<file path="src/rtl/wrs_pkg.sv">
// constants and types shared by the watchdog reset supervisor
`default_nettype none
package wrs_pkg;
	// clock
	localparam int unsigned CLK_PERIOD_NS   = 10;

	// nominal watchdog timeout and derived cycle counts
	localparam int unsigned WDT_TIMEOUT_NS  = 1600000000;
	localparam int unsigned WDT_CYC         = WDT_TIMEOUT_NS / CLK_PERIOD_NS;

	// minimum reset timeout, rounded up to whole cycles
	localparam int unsigned RST_TIMEOUT_NS  = 140000000;
	localparam int unsigned RST_CYC         = (RST_TIMEOUT_NS + CLK_PERIOD_NS - 1) / CLK_PERIOD_NS;

	// shortest strobe pulse to be caught; it spans five cycles of sampling
	localparam int unsigned STROBE_MIN_NS   = 50;
	localparam int unsigned STROBE_MIN_CYC  = (STROBE_MIN_NS + CLK_PERIOD_NS - 1) / CLK_PERIOD_NS;

	// weak drive pattern: low for 7/8 of the period, high for the last 1/8
	localparam int unsigned WEAK_NUM        = 7;
	localparam int unsigned WEAK_DEN        = 8;

	// counter width, wide enough for the watchdog period
	localparam int unsigned CNT_W           = 28;

	// values after reset
	localparam logic        SYNC_RST        = 1'b0;
	localparam logic        MR_SYNC_RST     = 1'b1;
	localparam logic [CNT_W-1:0] CNT_RST    = 28'h0000000;

	// supervisor states, gray along run -> hold -> pulse
	typedef enum logic [1:0]
	{
		WRS_RUN   = 2'b00,
		WRS_HOLD  = 2'b01,
		WRS_PULSE = 2'b11
	} wrs_state_e;

	// cause of the last reset pulse
	typedef enum logic [1:0]
	{
		WRS_CAUSE_NONE   = 2'b00,
		WRS_CAUSE_POWER  = 2'b01,
		WRS_CAUSE_MANUAL = 2'b10,
		WRS_CAUSE_WDT    = 2'b11
	} wrs_cause_e;
endpackage
`default_nettype wire

</file>
<file path="src/rtl/wrs_cnt_if.sv">
// carrier between the supervisor and its period counter
`timescale 1ns/1ps
`default_nettype none
interface wrs_cnt_if;
	logic                      clr;
	logic                      run;
	logic [wrs_pkg::CNT_W-1:0] count;

	modport ctl
	(
		output clr,
		output run,
		input  count
	);

	modport cnt
	(
		input  clr,
		input  run,
		output count
	);
endinterface
`default_nettype wire

</file>
<file path="src/rtl/wrs_counter.sv">
// clearable period counter used as the watchdog timer
`timescale 1ns/1ps
`default_nettype none
module wrs_counter
(
	// clock and reset
	input  wire logic ref_clk,
	input  wire logic reset,
	// control and count
	wrs_cnt_if.cnt    cnt_if
);
	logic [wrs_pkg::CNT_W-1:0] count_q;
	logic [wrs_pkg::CNT_W-1:0] count_d;

	// clear beats run
	always_comb
	begin
		count_d = count_q;
		if (cnt_if.clr)
		begin
			count_d = wrs_pkg::CNT_RST;
		end
		else if (cnt_if.run)
		begin
			count_d = count_q + 28'h0000001;
		end
	end

	always_ff @(posedge ref_clk)
	begin
		if (reset)
		begin
			count_q <= wrs_pkg::CNT_RST;
		end
		else
		begin
			count_q <= count_d;
		end
	end

	assign cnt_if.count = count_q;
endmodule
`default_nettype wire

</file>
<file path="src/rtl/wrs_watchdog_reset_supervisor.sv">
// watchdog timer and reset pulse logic of the processor supervisor
`timescale 1ns/1ps
`default_nettype none
module wrs_watchdog_reset_supervisor
#(
	parameter int unsigned WDT_CYC = wrs_pkg::WDT_CYC,
	parameter int unsigned RST_CYC = wrs_pkg::RST_CYC
)
(
	// clock and reset
	input  wire logic ref_clk,
	input  wire logic reset,
	// watchdog strobe pin
	input  wire logic watchdog_strobe_in,
	output var  logic watchdog_strobe_out,
	output var  logic watchdog_strobe_oe,
	// manual reset pin
	input  wire logic manual_reset_n,
	// reset outputs
	output var  logic reset_out,
	output var  logic reset_out_n,
	output var  logic reset_out_n_oe,
	// status
	output var  logic [1:0] reset_cause
);
	// thresholds at counter width
	localparam logic [wrs_pkg::CNT_W-1:0] WDT_LAST  = wrs_pkg::CNT_W'(WDT_CYC - 1);
	localparam logic [wrs_pkg::CNT_W-1:0] WEAK_HIGH =
		wrs_pkg::CNT_W'((WDT_CYC / wrs_pkg::WEAK_DEN) * wrs_pkg::WEAK_NUM);
	localparam logic [wrs_pkg::CNT_W-1:0] RST_LAST  = wrs_pkg::CNT_W'(RST_CYC - 1);

	// pin synchronisers and edge history
	logic strobe_s1_q;
	logic strobe_s2_q;
	logic strobe_prev_q;
	logic mr_s1_q;
	logic mr_s2_q;
	logic strobe_edge;

	// supervisor state
	wrs_pkg::wrs_state_e state_q;
	wrs_pkg::wrs_state_e state_d;
	logic [wrs_pkg::CNT_W-1:0] pulse_q;
	logic [wrs_pkg::CNT_W-1:0] pulse_d;
	wrs_pkg::wrs_cause_e cause_q;
	wrs_pkg::wrs_cause_e cause_d;

	// registered outputs
	logic rst_q;
	logic rst_d;
	logic weak_q;
	logic weak_d;
	logic weak_oe_q;

	// watchdog timer
	wrs_cnt_if wdt_if ();
	logic wdt_expired;
	logic mr_active;

	wrs_counter u_wdt
	(
		.ref_clk (ref_clk),
		.reset   (reset),
		.cnt_if  (wdt_if)
	);

	// every cycle samples the pin, so a 50 ns pulse spans several samples
	always_ff @(posedge ref_clk)
	begin
		if (reset)
		begin
			strobe_s1_q   <= wrs_pkg::SYNC_RST;
			strobe_s2_q   <= wrs_pkg::SYNC_RST;
			strobe_prev_q <= wrs_pkg::SYNC_RST;
			mr_s1_q       <= wrs_pkg::MR_SYNC_RST;
			mr_s2_q       <= wrs_pkg::MR_SYNC_RST;
		end
		else
		begin
			strobe_s1_q   <= watchdog_strobe_in;
			strobe_s2_q   <= strobe_s1_q;
			strobe_prev_q <= strobe_s2_q;
			mr_s1_q       <= manual_reset_n;
			mr_s2_q       <= mr_s1_q;
		end
	end

	// either polarity counts
	assign strobe_edge = strobe_s2_q ^ strobe_prev_q;
	assign mr_active   = ~mr_s2_q;
	assign wdt_expired = (wdt_if.count == WDT_LAST);

	// counter runs only outside reset and restarts from zero on release
	always_comb
	begin
		wdt_if.clr = strobe_edge | mr_active | (state_q != wrs_pkg::WRS_RUN) | wdt_expired;
		wdt_if.run = (state_q == wrs_pkg::WRS_RUN);
	end

	// supervisor sequencing
	always_comb
	begin
		state_d = state_q;
		pulse_d = pulse_q;
		cause_d = cause_q;
		case (state_q)
			wrs_pkg::WRS_RUN:
			begin
				pulse_d = wrs_pkg::CNT_RST;
				if (mr_active)
				begin
					state_d = wrs_pkg::WRS_HOLD;
					cause_d = wrs_pkg::WRS_CAUSE_MANUAL;
				end
				else if (wdt_expired)
				begin
					state_d = wrs_pkg::WRS_PULSE;
					cause_d = wrs_pkg::WRS_CAUSE_WDT;
				end
			end
			wrs_pkg::WRS_HOLD:
			begin
				pulse_d = wrs_pkg::CNT_RST;
				if (!mr_active)
				begin
					state_d = wrs_pkg::WRS_PULSE;
				end
			end
			wrs_pkg::WRS_PULSE:
			begin
				if (mr_active)
				begin
					state_d = wrs_pkg::WRS_HOLD;
					pulse_d = wrs_pkg::CNT_RST;
					cause_d = wrs_pkg::WRS_CAUSE_MANUAL;
				end
				else if (pulse_q == RST_LAST)
				begin
					state_d = wrs_pkg::WRS_RUN;
					pulse_d = wrs_pkg::CNT_RST;
				end
				else
				begin
					pulse_d = pulse_q + 28'h0000001;
				end
			end
			default:
			begin
				state_d = wrs_pkg::WRS_PULSE;
				pulse_d = wrs_pkg::CNT_RST;
			end
		endcase
	end

	// power-up starts with one full reset pulse
	always_ff @(posedge ref_clk)
	begin
		if (reset)
		begin
			state_q <= wrs_pkg::WRS_PULSE;
			pulse_q <= wrs_pkg::CNT_RST;
			cause_q <= wrs_pkg::WRS_CAUSE_POWER;
		end
		else
		begin
			state_q <= state_d;
			pulse_q <= pulse_d;
			cause_q <= cause_d;
		end
	end

	// output drive, computed from next state so outputs follow without lag
	always_comb
	begin
		rst_d  = (state_d != wrs_pkg::WRS_RUN);
		// high phase only while counting; reset forces the low phase
		weak_d = (state_d == wrs_pkg::WRS_RUN) && !wdt_if.clr && (wdt_if.count >= WEAK_HIGH);
	end

	always_ff @(posedge ref_clk)
	begin
		if (reset)
		begin
			rst_q     <= 1'b1;
			weak_q    <= 1'b0;
			weak_oe_q <= 1'b0;
		end
		else
		begin
			rst_q     <= rst_d;
			weak_q    <= weak_d;
			weak_oe_q <= 1'b1;
		end
	end

	// weak driver: an external driver overrides it at the pin
	assign watchdog_strobe_out = weak_q;
	assign watchdog_strobe_oe  = weak_oe_q;

	// open-drain: drive low only while asserting, release otherwise
	assign reset_out      = rst_q;
	assign reset_out_n    = ~rst_q & 1'b0;
	assign reset_out_n_oe = rst_q;
	assign reset_cause    = cause_q;
endmodule
`default_nettype wire

</file>
<file path="config.mk">
export PLATFORM = sky130hd
export DESIGN_NAME = wrs_watchdog_reset_supervisor
export DESIGN_NICKNAME = d
export VERILOG_FILES = /design/src/rtl/wrs_pkg.sv /design/src/rtl/wrs_cnt_if.sv /design/src/rtl/wrs_counter.sv /design/src/rtl/wrs_watchdog_reset_supervisor.sv
export SDC_FILE = /design/constraint.sdc
export NUM_CORES = 1
export LEC_CHECK = 0
export BUFFER_PORTS_ARGS = -buffer_cell sky130_fd_sc_hd__buf_2
export CAP_MARGIN = 0
export CORE_ASPECT_RATIO = 1.4
export CORE_MARGIN = 3
export CORE_UTILIZATION = 62
export CTS_CLUSTER_DIAMETER = 200
export DETAILED_ROUTE_END_ITERATION = 10
export PLACE_DENSITY = 0.8
export SYNTH_ARGS = -nofsm -noshare
export SYNTH_HDL_FRONTEND = slang
export SYNTH_SLANG_ARGS = --single-unit
export TNS_END_PERCENT = 50
</file>
<file path="constraint.sdc">
create_clock -name ref_clk -period 6.3 [get_ports ref_clk]
set_input_delay 0.315 -clock ref_clk [delete_from_list [all_inputs] [get_ports ref_clk]]
set_output_delay 0.315 -clock ref_clk [all_outputs]
set_load 0.03 [all_outputs]
</file>
-- Word level (Yosys, flattened, before mapping)
Index checks and enable logic that the tools add are counted.
- output and inout port bits: 7
- word-level logic and storage cells: 49
- bits in registers: 68
- magnitude comparators: 1
- equal/unequal tests: 6
- multiplexer cells: 11
- bitwise gates (word level): 6
- reductions and logical operators: 11
- $add $sub $neg: 2
- operators by type and width (cell ; count):
    $add 28x1->28 const B ; 2
    $eq 28x24->1 const B ; 1
    $eq 28x28->1 const B ; 1
    $ge 28x28->1 const B ; 1
    $mux 2 ; 8
    $pmux 2 s3 ; 1
    $reduce_bool 2->1 ; 3
    $logic_not 2->1 ; 2
    $pmux 2 s2 ; 1
    $reduce_or 4->1 ; 1
    $ne 3x3->1 const B ; 1
    $or 1x1->1 ; 3
    $reduce_and 3->1 ; 1
    $eq 2x1->1 const B ; 1
    $eq 2x2->1 const B ; 1
    $logic_and 1x1->1 ; 2
    $ne 2x2->1 const B ; 1
    $not 1->1 ; 2
    $reduce_or 2->1 ; 1
    $logic_not 1->1 ; 1
    $mux 1 ; 1
    $xor 1x1->1 ; 1

-- Longest topological paths before layout
- word-level depth: 7
- gate-level depth with buffers: 6

-- Cells and area by module
Synthesis repeated with hierarchy kept, for this count alone.
- cells, all modules: 372
- area total of the unflattened synthesis: 3266.9 um2
- modules (own cells, without submodules) (module ; times used ; cells an instance ; area an instance (um2) ; sequential area each (um2)):
    wrs_watchdog_reset_supervisor ; 1 ; 221 ; 1975.6 ; 800.8
    wrs_counter ; 1 ; 151 ; 1291.2 ; 560.5

-- Worst setup path before layout
No wires, ideal clock.
- path kind: register -> register
- from: register pulse_q[0] (netlist bit)
- to: register pulse_q[24] (netlist bit)
- data required time: 6234 ps
- setup time: 66 ps
- setup slack: 4257 ps
- period minus slack after synthesis: 2043 ps
- stages on the path, launching flop included: 7
- arrival time: 1977 ps
- cell sequence: dfxtp_1 -> ha_1 -> nand4_1 -> or4_1 -> buf_2 -> or4_4 -> a21oi_2
- word-level cells in the longest chain between the ends: 2
- elaborated cells on any way between the ends: 3
- classes of those cells: 1 x add/sub; 1 x eq/ne; 1 x reduce/logical
- ends and longest elaborated chain (item ; RTL line ; text):
    from (decl) ; wrs_watchdog_reset_supervisor.sv:43 ; logic [wrs_pkg::CNT_W-1:0] pulse_q;
    from (signal assigned) ; wrs_watchdog_reset_supervisor.sv:161 ; pulse_q <= wrs_pkg::CNT_RST;
    from (signal assigned) ; wrs_watchdog_reset_supervisor.sv:167 ; pulse_q <= pulse_d;
    parallel branches: the longest is 2 deep, another holds $add 28x1->28 ; - ;
Several ways; the timed one is not identified.
A chain may end at the register's enable or synchronous reset.

-- Worst setup path in the final report
Same ends and word-level chain as after synthesis.

==> impl_results.md <==
* Status: completed
* Synth unique cells at 47
* Die height at around 91 um
* Commonest non-fill, non-tap cells in the layout: dfxtp_1 (68), nor2_1 (30), a21oi_1 (26)
* Most common cell after layout, fill and taps aside: dfxtp_1
* WP data required at 6.58 ns
* Syn avg cell area at slightly below 9 um^2
* Number of post-CTS setup repair buffers at 0
* Rows at 30
* Max Cap Violations at 0
* Mapped Cells at 366
* GRT Resource Usage Total at 23.27%
* Hold slack at 0.1512 ns
* Tcrit/Tclk final at 37.73%
* Clock group share of total power at between 40% and 50%
* Clock Path Buffers at 2
* Mapped cell area at 3197 um^2
* Drt wl/cell at ~15 um
* Clock Latency Late Sink at 0.35 ns
* Post-synthesis register bit count at 68
* Seq pwr share at 52.4%
* Setup TNS at 0 ns
* Final ANT Viol Nets at 0
* Comb power frac at 2.1%
* Yosys warns at 0
* Die outline width at 66.69 um
* Worst setup EP type: flop
* Vias in the first global route at about 2,600
* RSZ-0062 raised after global routing: false
* Pwr dens at about 240 nW/um^2
* Post-synth top flop: dfxtp_1
* Final Hold Fails at 0
* Number of buffers inserted by hold repair at cts at 0
* Fmax at 0.4207 GHz
* Ys async rst share at 0%
* Initial Util at around 65%
* Largest cells by area after synthesis: dfxtp_1 (43%), nand4_1 (4.7%), a21oi_1 (4.1%)
* Initial antenna violation count at 0
* Overflow after GRT at 0
* Top-area cell type share of the netlist area at 42.58%
* Final core occ at 70.33%
* Worst Setup Start Kind: flop
* Syn Nets at about 370
* Sequential area share after synthesis at 42.58%
* EDFF count, synth at 0
* Total power at around 830 uW
* Area Overhead vs Synth at 8.180%
* Area of the die at 6066 um^2
* Worst Tran Pin Value at 1.092 ns
* 1st-pass router iterations at 4
* First DRT Iteration DRCs at ~220
* Layout net count at 378
* Port Buffers at 9
* Residual DRC at 0
* NetSw at 204.8 uW
* Internal power at 629.0 uW
* Endpoints failing setup at 0
* Number of vias per cell at 6.248
* Clock-pin slew on the worst setup and hold paths at about 0.080 ns
* CTS tree: yes
* Via count at about 2,700
* Routed WL at approximately 6.7 mm
* Hold WC Path Type: in2reg
* Max transition margin at 27.21%
* Core Area at 4917 um^2
* Kind of critical path: reg2reg
* Post-DP HPWL at 4.505 mm
* Largest net degree at the start of global routing at 28
* Net Sw Frac at 24.57%
* Layout cells sized above 1 at around a tenth
* Clock tree root buffer cell: clkbuf_8
* Post-CTS sizing at 0
* Area post-placement at roughly 3300 um^2
* Clk_skew at 0.009435 ns
* Post-route cell area at 3458 um^2
* Global-route wire length before repair at 11.22 mm
* TritonCTS buffer count at 9
* Max FO, Critical Path at 8
* Htree depth at 3
* Cell taking the most area after synthesis: dfxtp_1
* Clk sinks at 68
* Top Ports at 11
* Leakage Power at 1.067 nW
* Slew Viols, Final at 0
* Fin crit period at 2.377 ns
* RePlAce Congestion at 0.7826
* Diodes inserted at 0
* Maximum vdd drop at 0.1586 mV
* Worst Path Arrival at 2.66 ns
==> layer usage <==
layer	up-vias	share of wire (%)	track usage (%)
li1	1379	-	-
met1	1296	42	25.74
met2	63	52	40.31
met3	11	4.0	5.322
met4	0	2.1	11.69
met5	-	0	0
==> power by group through the flow <==
| stage | sequential (mW) | clock (mW) | combinational [mW] |
|---|---|---|---|
| after floorplan | 0.448 | 0 | 0.0125 |
| after global placement | 0.447 | 0 | 0.0178 |
| after detailed placement | 0.447 | 0 | 0.0180 |
| after CTS | 0.437 | 0.382 | 0.0180 |
| after global routing | 0.438 | 0.400 | 0.0198 |
| final | 0.437 | 0.379 | 0.0177 |
==> final cells by class <==
type,instances,area (um^2)
well taps,64,80.08
multi-input cells,271,1720
flip-flops and latches,68,1361
clock inverters,7,82.58
clock buffers,9,123.9
fillers,408,1459
inverters,12,45.04
repair buffers,9,45.04
==> sequential cells by signal (all words and copies together), names as in the netlist <==
register and cells:
mr_s1_q 1, mr_s2_q 1, watchdog_strobe_oe 1, strobe_s1_q 1, state_q 2, reset_cause 2
reset_out 1, watchdog_strobe_out 1, pulse_q 28, strobe_prev_q 1, u_wdt.cnt_if.count 28, strobe_s2_q 1
==> kinds of logic (layout without fill, tap and decap cells) <==
group,count (synthesis),count (layout),synth area share [%]
and+or+nand+nor,170,170,31.31
AOI/OAI and AO/OA,72,72,14.33
DFF,68,68,42.58
buffers and inverters,27,37,3.600
xor gates and xnor gates,24,24,6.575
adders and majority gates,3,3,1.174
other,1,1,0.1173
muxes,1,1,0.3131
==> cells in the mapped netlist, types with 2 or more instances <==
| master | n |
|---|---|
| nor2b_1 | 4 |
| xnor2_1 | 12 |
| clkbuf_1 | 8 |
| or4_1 | 16 |
| nor2_1 | 30 |
| nor3_1 | 5 |
| nor4_1 | 6 |
| and4_1 | 12 |
| inv_1 | 12 |
| or3_1 | 14 |
| nor4b_1 | 3 |
| and4bb_2 | 2 |
| a21oi_1 | 26 |
| or2_2 | 3 |
| nand3_1 | 14 |
| ha_1 | 3 |
| dfxtp_1 | 68 |
| a221o_1 | 2 |
| and3_1 | 6 |
| or4_4 | 2 |
| nand2_1 | 21 |
| buf_4 | 2 |
| and2_1 | 3 |
| xor2_1 | 12 |
| nor4bb_1 | 2 |
| buf_2 | 5 |
| nand4_1 | 24 |
| o21ai_0 | 15 |
| o31ai_1 | 15 |
| a21oi_2 | 2 |
==> worst max-delay path: stages (launching register included) <==
cell	delay (ns)
dfxtp_1	0.41
ha_1	0.28
nand4_1	0.29
or4_1	0.63
or4_4	0.56
a21oi_2	0.14
==> final timing paths <==
| check | from | to | slack (ns) | depth (start not counted) |
|---|---|---|---|---|
| setup / recovery | pulse_q[0] | pulse_q[24] | 3.92 | 5 |
| hold reg to reg | mr_s1_q | mr_s2_q | 0.40 | 1 |
| hold / removal | manual_reset_n | mr_s1_q | 0.15 | 2 |
| setup reg to reg | pulse_q[0] | pulse_q[24] | 3.92 | 5 |
==> per-stage QoR <==
stage               setup WS [ns]  std cells
floorplan                   4.257        366
global placement            3.963        424
detailed placement          3.910        424
CTS                         3.914        440
global route                3.612        440
finish                      3.923        440
Power figures use the tool's default switching activity.
